==> src/stl_defines.svh <==
`ifndef STL_DEFINES_SVH
`define STL_DEFINES_SVH

// Widths of the datapath
`define STL_LIM_W 12
`define STL_DATA_W 16
`define STL_ADDR_W 4
`define STL_VOLT_W 10
`define STL_CODE_W 8
`define STL_LOSS_W 20
`define STL_PIN_W 9

// Register offsets of the plain register port
`define STL_REG_FWD 4'h0
`define STL_REG_REV 4'h1
`define STL_REG_INT2 4'h2
`define STL_REG_SCA 4'h3
`define STL_REG_SCB 4'h4
`define STL_REG_STAT 4'h5

// Reset values of the limit and scaling registers
`define STL_FWD_RST 12'h03E8
`define STL_REV_RST 12'h03E8
`define STL_INT2_RST 12'h03E8
`define STL_SCA_RST 16'h0001
`define STL_SCB_RST 16'h0001
`define STL_NO_LIMIT 12'h0FFF

// Status word field positions
`define STL_ST_CODE_LSB 0
`define STL_ST_ALARM 8
`define STL_ST_TLC 9
`define STL_ST_HOME 10
`define STL_ST_BASE 11

// Positions in the synchronised pin vector
`define STL_PIN_ILS 0
`define STL_PIN_ELS 1
`define STL_PIN_SON 2
`define STL_PIN_RES 3
`define STL_PIN_OC 4
`define STL_PIN_OL1 5
`define STL_PIN_OL2 6
`define STL_PIN_REGEN 7
`define STL_PIN_LOSS 8

// Alarm codes
`define STL_CODE_NONE 8'h00
`define STL_CODE_UV 8'h10
`define STL_CODE_REGEN 8'h30
`define STL_CODE_OC 8'h32
`define STL_CODE_OL1 8'h50
`define STL_CODE_OL2 8'h51

// Bus undervoltage thresholds in volts, per supply variant
`define STL_THR_STD 10'h00C8
`define STL_THR_LOW 10'h009E
`define STL_THR_HIGH 10'h017C
`define STL_VAR_STD 0
`define STL_VAR_LOW 1
`define STL_VAR_HIGH 2

// Control supply loss time and its cycle count
`define STL_CLK_HZ 10000000
`define STL_LOSS_MS 60
`define STL_LOSS_CYC ((`STL_LOSS_MS * `STL_CLK_HZ + 999) / 1000)

`endif

==> src/stl_pkg.sv <==
package stl_pkg;
  // Alarm latch state, Gray coded
  typedef enum logic [1:0] {
    STL_RUN = 2'h0,
    STL_ALARM = 2'h1
  } stl_alarm_st_type;
endpackage

==> src/stl_sync.sv <==
`timescale 1ns/1ps
`default_nettype none
`include "stl_defines.svh"

// Three-stage pin synchroniser; a change is accepted once stages two
// and three agree, so a single metastable sample never gets through.
module stl_sync #(
  parameter int W = 1
) (
  input wire logic mclk_i, // System clock
  input wire logic rst_n_i, // Synchronous reset, active low
  input wire logic [W-1:0] d_i, // Raw pin levels
  output logic [W-1:0] q_o // Accepted levels
);
  logic [W-1:0] s1_reg; // First stage, read only by s2
  logic [W-1:0] s2_reg; // Second stage
  logic [W-1:0] s3_reg; // Third stage
  logic [W-1:0] q_reg; // Accepted value
  logic [W-1:0] q_next;

  // Accept each bit where the last two stages agree
  always_comb begin
    for (int i = 0; i < W; i++) begin
      q_next[i] = (s2_reg[i] == s3_reg[i]) ? s3_reg[i] : q_reg[i];
    end
  end

  // Shift chain and accepted value
  always_ff @(posedge mclk_i) begin
    if (!rst_n_i) begin
      s1_reg <= '0;
      s2_reg <= '0;
      s3_reg <= '0;
      q_reg <= '0;
    end else begin
      s1_reg <= d_i;
      s2_reg <= s1_reg;
      s3_reg <= s2_reg;
      q_reg <= q_next;
    end
  end

  assign q_o = q_reg;
endmodule
`default_nettype wire

==> src/stl_pulse_gen.sv <==
`timescale 1ns/1ps
`default_nettype none
`include "stl_defines.svh"

// Encoder output pulse scaler: each feedback pulse adds scale A to an
// accumulator; each time it reaches scale B one output edge is made.
// The output period is therefore the feedback period times twice B over A.
module stl_pulse_gen (
  input wire logic mclk_i, // System clock
  input wire logic rst_n_i, // Synchronous reset, active low
  input wire logic [`STL_DATA_W-1:0] scale_a_i, // Numerator
  input wire logic [`STL_DATA_W-1:0] scale_b_i, // Denominator
  input wire logic fb_pulse_i, // One feedback pulse, one cycle
  output logic pulse_o // Scaled output pulse train
);
  logic [`STL_DATA_W:0] acc_reg; // Fraction accumulator
  logic [`STL_DATA_W:0] acc_next;
  logic pulse_reg; // Output level
  logic pulse_next;
  logic [`STL_DATA_W:0] sum; // Accumulator plus numerator

  // Next accumulator and toggle; a zero denominator stops the output
  always_comb begin
    sum = acc_reg + {1'b0, scale_a_i};
    acc_next = acc_reg;
    pulse_next = pulse_reg;
    if (fb_pulse_i && scale_b_i != '0) begin
      if (sum >= {1'b0, scale_b_i}) begin
        acc_next = sum - {1'b0, scale_b_i};
        pulse_next = !pulse_reg;
      end else begin
        acc_next = sum;
      end
    end
  end

  // Register state
  always_ff @(posedge mclk_i) begin
    if (!rst_n_i) begin
      acc_reg <= '0;
      pulse_reg <= 1'b0;
    end else begin
      acc_reg <= acc_next;
      pulse_reg <= pulse_next;
    end
  end

  assign pulse_o = pulse_reg;
endmodule
`default_nettype wire

==> src/stl_top.sv <==
`timescale 1ns/1ps
`default_nettype none
`include "stl_defines.svh"

module stl_top #(
  parameter int LOSS_CYCLES = `STL_LOSS_CYC, // Supply loss time in cycles
  parameter int VARIANT = `STL_VAR_STD, // Supply voltage variant
  parameter bit INCREMENTAL = 1'b1 // Incremental encoder system
) (
  input wire logic mclk_i, // System clock, 10 MHz
  input wire logic rst_n_i, // Synchronous reset, also power cycle
  input wire logic [`STL_ADDR_W-1:0] addr_i, // Register address
  input wire logic [`STL_DATA_W-1:0] wdata_i, // Register write data
  input wire logic wr_i, // Write strobe
  input wire logic rd_i, // Read strobe
  output logic [`STL_DATA_W-1:0] rdata_o, // Read data, next cycle
  input wire logic internal_limit_select_i, // Pin, internal select
  input wire logic external_limit_select_i, // Pin, external select
  input wire logic servo_on_input_i, // Pin, servo on
  input wire logic alarm_reset_input_i, // Pin, alarm reset
  input wire logic overcurrent_i, // Pin, overcurrent detector
  input wire logic overload1_i, // Pin, overload level one
  input wire logic overload2_i, // Pin, overload level two
  input wire logic regen_fault_i, // Pin, regenerative fault
  input wire logic ctrl_supply_lost_i, // Pin, control supply missing
  input wire logic [`STL_LIM_W-1:0] analog_torque_limit_i, // ADC sample
  input wire logic [`STL_LIM_W-1:0] motor_torque_i, // Torque magnitude
  input wire logic ccw_drive_i, // High while driving CCW
  input wire logic [`STL_VOLT_W-1:0] bus_voltage_i, // Bus volts
  input wire logic home_done_i, // Home return complete, pulse
  input wire logic fb_pulse_i, // Feedback pulse, one cycle
  output logic base_drive_en_o, // Power stage enable
  output logic torque_limited_flag_o, // Torque at limit
  output logic [`STL_LIM_W-1:0] active_limit_o, // Limit in force
  output logic alarm_o, // Alarm latched
  output logic [`STL_CODE_W-1:0] alarm_code_o, // Latched alarm code
  output logic home_valid_o, // Home position valid
  output logic enc_pulse_o // Scaled encoder pulse output
);
  // Synchronised pins
  logic [`STL_PIN_W-1:0] pins_raw; // Pin levels as they arrive
  logic [`STL_PIN_W-1:0] pins_q; // Accepted pin levels

  // Software registers
  logic [`STL_LIM_W-1:0] fwd_reg, fwd_next; // Forward limit param
  logic [`STL_LIM_W-1:0] rev_reg, rev_next; // Reverse limit param
  logic [`STL_LIM_W-1:0] int2_reg, int2_next; // Internal limit two
  logic [`STL_DATA_W-1:0] sca_reg, sca_next; // Pulse scale A
  logic [`STL_DATA_W-1:0] scb_reg, scb_next; // Pulse scale B
  logic [`STL_DATA_W-1:0] rdata_reg, rdata_next; // Read data

  // Alarm state
  stl_pkg::stl_alarm_st_type st_reg, st_next; // Alarm latch
  logic [`STL_CODE_W-1:0] code_reg, code_next; // Latched code
  logic [`STL_LOSS_W-1:0] loss_reg, loss_next; // Supply loss timer
  logic res_prev_reg, res_prev_next; // Last reset pin level
  logic base_reg, base_next; // Base drive enable
  logic home_reg, home_next; // Home valid
  logic alarm_reg, alarm_next; // Alarm flag driving the pin
  logic [`STL_CODE_W-1:0] cause; // Cause present now, or none
  logic res_rise; // Alarm reset off-to-on
  logic uv_loss; // Supply loss has lasted long enough
  logic uv_bus; // Bus at or below threshold

  // Torque limiting
  logic [`STL_LIM_W-1:0] cand; // Limit chosen by the selects
  logic [`STL_LIM_W-1:0] lim_fwd; // CCW-driving limit
  logic [`STL_LIM_W-1:0] lim_rev; // CW-driving limit
  logic [`STL_LIM_W-1:0] act_next, act_reg; // Limit in force
  logic tlc_next, tlc_reg; // Torque limited flag
  logic [1:0] sel; // {internal, external} select

  // Lesser of two limits
  function automatic logic [`STL_LIM_W-1:0] lmin(
    input logic [`STL_LIM_W-1:0] a,
    input logic [`STL_LIM_W-1:0] b
  );
    lmin = (a < b) ? a : b;
  endfunction

  // Bus threshold for the configured supply variant
  function automatic logic [`STL_VOLT_W-1:0] bus_thr(input int v);
    case (v)
      `STL_VAR_LOW: bus_thr = `STL_THR_LOW;
      `STL_VAR_HIGH: bus_thr = `STL_THR_HIGH;
      default: bus_thr = `STL_THR_STD;
    endcase
  endfunction

  // All host pins cross through one synchroniser
  assign pins_raw = {ctrl_supply_lost_i, regen_fault_i, overload2_i,
    overload1_i, overcurrent_i, alarm_reset_input_i, servo_on_input_i,
    external_limit_select_i, internal_limit_select_i};

  stl_sync #(.W(`STL_PIN_W)) u_sync (
    .mclk_i(mclk_i),
    .rst_n_i(rst_n_i),
    .d_i(pins_raw),
    .q_o(pins_q)
  );

  // Register port: writes update, reads answer one cycle later
  always_comb begin
    fwd_next = fwd_reg;
    rev_next = rev_reg;
    int2_next = int2_reg;
    sca_next = sca_reg;
    scb_next = scb_reg;
    rdata_next = '0;
    if (wr_i) begin
      case (addr_i)
        `STL_REG_FWD: fwd_next = wdata_i[`STL_LIM_W-1:0];
        `STL_REG_REV: rev_next = wdata_i[`STL_LIM_W-1:0];
        `STL_REG_INT2: int2_next = wdata_i[`STL_LIM_W-1:0];
        `STL_REG_SCA: sca_next = wdata_i;
        `STL_REG_SCB: scb_next = wdata_i;
        default: ; // Status and unmapped: write ignored
      endcase
    end
    if (rd_i) begin
      case (addr_i)
        `STL_REG_FWD: rdata_next = {4'h0, fwd_reg};
        `STL_REG_REV: rdata_next = {4'h0, rev_reg};
        `STL_REG_INT2: rdata_next = {4'h0, int2_reg};
        `STL_REG_SCA: rdata_next = sca_reg;
        `STL_REG_SCB: rdata_next = scb_reg;
        `STL_REG_STAT: begin
          rdata_next[`STL_ST_CODE_LSB +: `STL_CODE_W] = code_reg;
          rdata_next[`STL_ST_ALARM] = (st_reg == stl_pkg::STL_ALARM);
          rdata_next[`STL_ST_TLC] = tlc_reg;
          rdata_next[`STL_ST_HOME] = home_reg;
          rdata_next[`STL_ST_BASE] = base_reg;
        end
        default: rdata_next = '0; // Unmapped reads as zero
      endcase
    end
  end

  always_ff @(posedge mclk_i) begin
    if (!rst_n_i) begin
      fwd_reg <= `STL_FWD_RST;
      rev_reg <= `STL_REV_RST;
      int2_reg <= `STL_INT2_RST;
      sca_reg <= `STL_SCA_RST;
      scb_reg <= `STL_SCB_RST;
      rdata_reg <= '0;
    end else begin
      fwd_reg <= fwd_next;
      rev_reg <= rev_next;
      int2_reg <= int2_next;
      sca_reg <= sca_next;
      scb_reg <= scb_next;
      rdata_reg <= rdata_next;
    end
  end

  // Torque limit selection, recomputed every cycle from fresh samples
  always_comb begin
    sel = {pins_q[`STL_PIN_ILS], pins_q[`STL_PIN_ELS]};
    unique case (sel)
      2'b00: cand = `STL_NO_LIMIT;
      2'b01: cand = analog_torque_limit_i;
      2'b10: cand = int2_reg;
      2'b11: cand = lmin(analog_torque_limit_i, int2_reg);
    endcase
    // Parameter limits bound every selection, per direction
    lim_fwd = lmin(cand, fwd_reg);
    lim_rev = lmin(cand, rev_reg);
    act_next = ccw_drive_i ? lim_fwd : lim_rev;
    tlc_next = (motor_torque_i >= act_next);
  end

  always_ff @(posedge mclk_i) begin
    if (!rst_n_i) begin
      act_reg <= `STL_FWD_RST;
      tlc_reg <= 1'b0;
    end else begin
      act_reg <= act_next;
      tlc_reg <= tlc_next;
    end
  end

  // Alarm detection and latch; reset flop doubles as power cycle
  always_comb begin
    uv_loss = (loss_reg == LOSS_CYCLES[`STL_LOSS_W-1:0]);
    uv_bus = (bus_voltage_i <= bus_thr(VARIANT));
    loss_next = loss_reg;
    if (!pins_q[`STL_PIN_LOSS]) begin
      loss_next = '0;
    end else if (!uv_loss) begin
      loss_next = loss_reg + 1'b1;
    end
    // Fixed priority picks one code when causes coincide
    if (pins_q[`STL_PIN_OC]) begin
      cause = `STL_CODE_OC;
    end else if (pins_q[`STL_PIN_OL2]) begin
      cause = `STL_CODE_OL2;
    end else if (pins_q[`STL_PIN_OL1]) begin
      cause = `STL_CODE_OL1;
    end else if (pins_q[`STL_PIN_REGEN]) begin
      cause = `STL_CODE_REGEN;
    end else if (uv_loss || uv_bus) begin
      cause = `STL_CODE_UV;
    end else begin
      cause = `STL_CODE_NONE;
    end
    res_prev_next = pins_q[`STL_PIN_RES];
    res_rise = pins_q[`STL_PIN_RES] && !res_prev_reg;
    st_next = st_reg;
    code_next = code_reg;
    unique case (st_reg)
      stl_pkg::STL_RUN: begin
        if (cause != `STL_CODE_NONE) begin
          st_next = stl_pkg::STL_ALARM;
          code_next = cause;
        end
      end
      stl_pkg::STL_ALARM: begin
        // Regenerative fault leaves only through a power cycle
        if (res_rise && cause == `STL_CODE_NONE &&
            code_reg != `STL_CODE_REGEN) begin
          st_next = stl_pkg::STL_RUN;
          code_next = `STL_CODE_NONE;
        end
      end
    endcase
    // Base drive drops in the same cycle the alarm is taken
    base_next = pins_q[`STL_PIN_SON] &&
      (st_next == stl_pkg::STL_RUN);
    alarm_next = (st_next == stl_pkg::STL_ALARM);
    home_next = home_reg;
    if (!INCREMENTAL) begin
      home_next = 1'b1;
    end else if (st_next == stl_pkg::STL_ALARM) begin
      home_next = 1'b0;
    end else if (home_done_i) begin
      home_next = 1'b1;
    end
  end

  always_ff @(posedge mclk_i) begin
    if (!rst_n_i) begin
      st_reg <= stl_pkg::STL_RUN;
      code_reg <= `STL_CODE_NONE;
      loss_reg <= '0;
      res_prev_reg <= 1'b0;
      base_reg <= 1'b0;
      home_reg <= 1'b0;
      alarm_reg <= 1'b0;
    end else begin
      st_reg <= st_next;
      code_reg <= code_next;
      loss_reg <= loss_next;
      res_prev_reg <= res_prev_next;
      base_reg <= base_next;
      home_reg <= home_next;
      alarm_reg <= alarm_next;
    end
  end

  // Encoder output pulse scaling
  stl_pulse_gen u_pulse (
    .mclk_i(mclk_i),
    .rst_n_i(rst_n_i),
    .scale_a_i(sca_reg),
    .scale_b_i(scb_reg),
    .fb_pulse_i(fb_pulse_i),
    .pulse_o(enc_pulse_o)
  );

  assign rdata_o = rdata_reg;
  assign base_drive_en_o = base_reg;
  assign torque_limited_flag_o = tlc_reg;
  assign active_limit_o = act_reg;
  assign alarm_o = alarm_reg;
  assign alarm_code_o = code_reg;
  assign home_valid_o = home_reg;
endmodule
`default_nettype wire

==> config.mk <==
export PLATFORM = sky130hd
export DESIGN_NAME = stl_top
export DESIGN_NICKNAME = d
export VERILOG_FILES = /design/src/stl_pkg.sv /design/src/stl_sync.sv /design/src/stl_pulse_gen.sv /design/src/stl_top.sv
export VERILOG_INCLUDE_DIRS = /design/src
export SDC_FILE = /design/constraint.sdc
export NUM_CORES = 1
export LEC_CHECK = 0
export ABC_AREA = 1
export ABC_CLOCK_PERIOD_IN_PS = 6500
export CORE_ASPECT_RATIO = 0.6
export CORE_UTILIZATION = 35
export CTS_CLUSTER_SIZE = 28
export DETAILED_ROUTE_END_ITERATION = 6
export DONT_BUFFER_PORTS = 1
export PLACE_DENSITY = 0.55
export RECOVER_POWER = 25
export SYNTH_ARGS = -nofsm -noshare
export SYNTH_HDL_FRONTEND = slang
export SYNTH_SLANG_ARGS = --single-unit
==> constraint.sdc <==
create_clock -name mclk_i -period 6.5 [get_ports mclk_i]
set_input_delay 1.3 -clock mclk_i [delete_from_list [all_inputs] [get_ports mclk_i]]
set_output_delay 1.3 -clock mclk_i [all_outputs]
set_load 0.01 [all_outputs]
==> results.cfg <==
[cells_and_area]
n_fill_cell = 2969
syn2layout_area_growth_pct = 8.07
multiInputGateArea_mm2 = 0.00561
largest_reg_flops = 20
utilization_pct = 38.5
nets = 1544
regArea_mm2 = 0.00364
drive_gt1_share_pct = 5.05

[global_route]
gr-usage-all-layers_pct = 21.4
grt_max_degree = 115
gr-total-overflow = 0
grt_pass1_vias = 8402
antenna_found_initial = 1
grt_first_pass_wirelength_um = 48900

[floorplan]
die_w_um = 223
die_y_um = 135
fp-row-count = 48
ios = 111
initial_core_util_pct = 35.7
coreArea_mm2 = 0.0288
die-area_mm2 = 0.0300

[sta]
rsz0062_at_grt = false
final_max_slew_viol_count = 0
max_slew_margin_pct = 36.1
post-route-period-util_pct = 86.1
clock-skew-final_ns = 0.0103
fmax_mhz = 179
fin_crit_ns = 5.60
final_hold_viol_count = 0
setup_viol = 0
fin_tns_setup_ns = 0
tightest_slew_ns = 0.934

[setup_path]
path_class = input port to register
cpMostUsedCell = nand2_1
critPathLaunchType = input port
r2r-start = int2_reg[7]$_SDFFE_PN1P_
crit_slowest_cell = ha_1
worst_ep_arrival_time_ns = 5.94
critPathMaxFanout = 22
crit_path_start = analog_torque_limit_i[11]
worstPathRequired_ns = 6.84
worst_setup_path_end_kind = register
cpPeakStageDelay_ns = 0.47

[pwr]
p_sw_mw = 1.21
cellPowerDensity_mw_per_mm2 = 300
p_leak_nw = 4.87
p_int_mw = 2.11
ir_worst_vdd_v = 0.000201
pwr-share-clk_pct = 30.7
pwr-share-seq_pct = 36.9
combPwrFrac_pct = 32.3
swShare_pct = 36.5
power_mw = 3.32

[placed_design]
place.gp.congestion = 0.935
hpwl_um = 24000
io_buffers = 0

[synthesis]
synth.distinct_cells = 52
synth_enable_flop_cells = 0
synth_area_mm2 = 0.0103
ys_seq_elements = 182
yosys_warnings = 0
synth_cells = 1421
ys_seq_area_share_pct = 35.5
synth_flop_cell = dfxtp_1
synth.avg_cell_area_um2 = 7.22
async_flop_share_pct = 0

[min_path]
hold_path.startpoint = u_sync.s1_reg[8]$_SDFF_PN0_
hold_class = register to register

[flow_run]
max_cap_viol_count = 0

[clocking]
hold_buffers = 0
cts_buffers = 17
clk_path_buf_depth = 2
cts_setup_buffers = 0
cts_tree = built
cts-root-buf = clkbuf_16
clock_latency_ns = 0.45
cts.clk_slew.worst_paths_ns = 0.07
cts_resized = 0
cts-htree-levels = 4
clock_sinks = 182

[drt]
postRouteAntennaNets = 0
drt_pass1_iterations = 5
drt_wl_total_um = 31300
via_per_inst = 5.20
drtIter0Drc = 809
wl_per_cell_um = 17.6
via_count = 9269
drc = 0

[status]
outcome = finished, final reports clean
==> cells by family (layout without fill, tap and decap cells) <==
group	count (synthesis)	count (layout)	synth area share [%]
and+or+nand+nor	515	515	21.3
AOI/OAI and AO/OA	359	359	20.6
buffers and inverters	255	238	9.94
other	1	4	0.0365
adders and majority gates	82	82	10.1
xor gates and xnor gates	27	27	2.49
DFF	182	182	35.5
==> metrics by stage <==
step | instance area, um2 | instances | setup slack [ns] | hold WS, ns
floorplan | 10300 | 1423 | 1.42 | 0.390
global placement | 10500 | 1749 | 0.860 | 0.397
detailed placement | 10500 | 1749 | 0.667 | 0.398
CTS | 11100 | 1781 | 1.12 | 0.414
global route | 11100 | 1781 | 0.416 | 0.428
finish | 11100 | 1782 | 0.901 | 0.413
==> synthesized netlist by cell type (18+ instances only) <==
| cell | number | area share (%) |
|---|---|---|
| a21oi_1 | 141 | 6.9 |
| clkbuf_1 | 35 | 1.3 |
| dfxtp_1 | 182 | 36 |
| ha_1 | 79 | 9.6 |
| inv_1 | 195 | 7.1 |
| nand2_1 | 264 | 9.7 |
| nand3_1 | 88 | 4.3 |
| nand4_1 | 19 | 1.2 |
| nor2_1 | 102 | 3.7 |
| o211ai_1 | 24 | 1.8 |
| o21ai_0 | 111 | 5.4 |
| o22ai_1 | 18 | 1.1 |
==> layout by cell type, fill, tap and decap left out, types with 18 or more instances in the layout <==
cell,count
nand2_1,264
inv_1,195
dfxtp_1,182
a21oi_1,141
o21ai_0,111
nor2_1,102
nand3_1,88
ha_1,79
o211ai_1,24
nand4_1,19
o22ai_1,18
==> final timing paths <==
| kind | slack (ns) | cells past startpoint | end |
|---|---|---|---|
| max | 0.90 | 30 | torque_limited_flag_o$_SDFF_PN0_ |
| min | 0.41 | 2 | u_sync.s2_reg[8]$_SDFF_PN0_ |
| max reg2reg | 1.22 | 32 | torque_limited_flag_o$_SDFF_PN0_ |
| min reg2reg | 0.41 | 2 | u_sync.s2_reg[8]$_SDFF_PN0_ |
==> critical path: cells and delay by family <==
kind	cells	cell delay (ns)
and+or+nand+nor	16	2.29
AOI/OAI and AO/OA	7	1.10
buffers and inverters	4	0.27
adders and majority gates	3	0.95
==> power groups by stage <==
stage	sequential (mW)	clock [mW]	combinational, mW
finish	1.23	1.02	1.07
global route	1.23	1.10	1.20
CTS	1.23	1.04	1.05
detailed placement	1.25	0	1.04
global placement	1.25	0	1.04
floorplan	1.23	0	0.888
==> routing by layer <==
layer	track usage [%]	up-vias	part of all wire, %
met1	33.1	4227	52
met4	5.59	0	1.3
met5	0	-	0
met2	27.8	324	37
li1	-	4684	-
met3	6.18	34	9.3
==> final cells by class <==
type,count,area share (%)
multi-input combinational,986,50.6
sequential,182,32.9
inverter,200,6.77
tap,375,4.23
clock buffer,21,4.06
clock inverter,11,1.06
timing repair buffer,6,0.406
antenna,1,0.0226
Power figures use the tool's default switching activity.
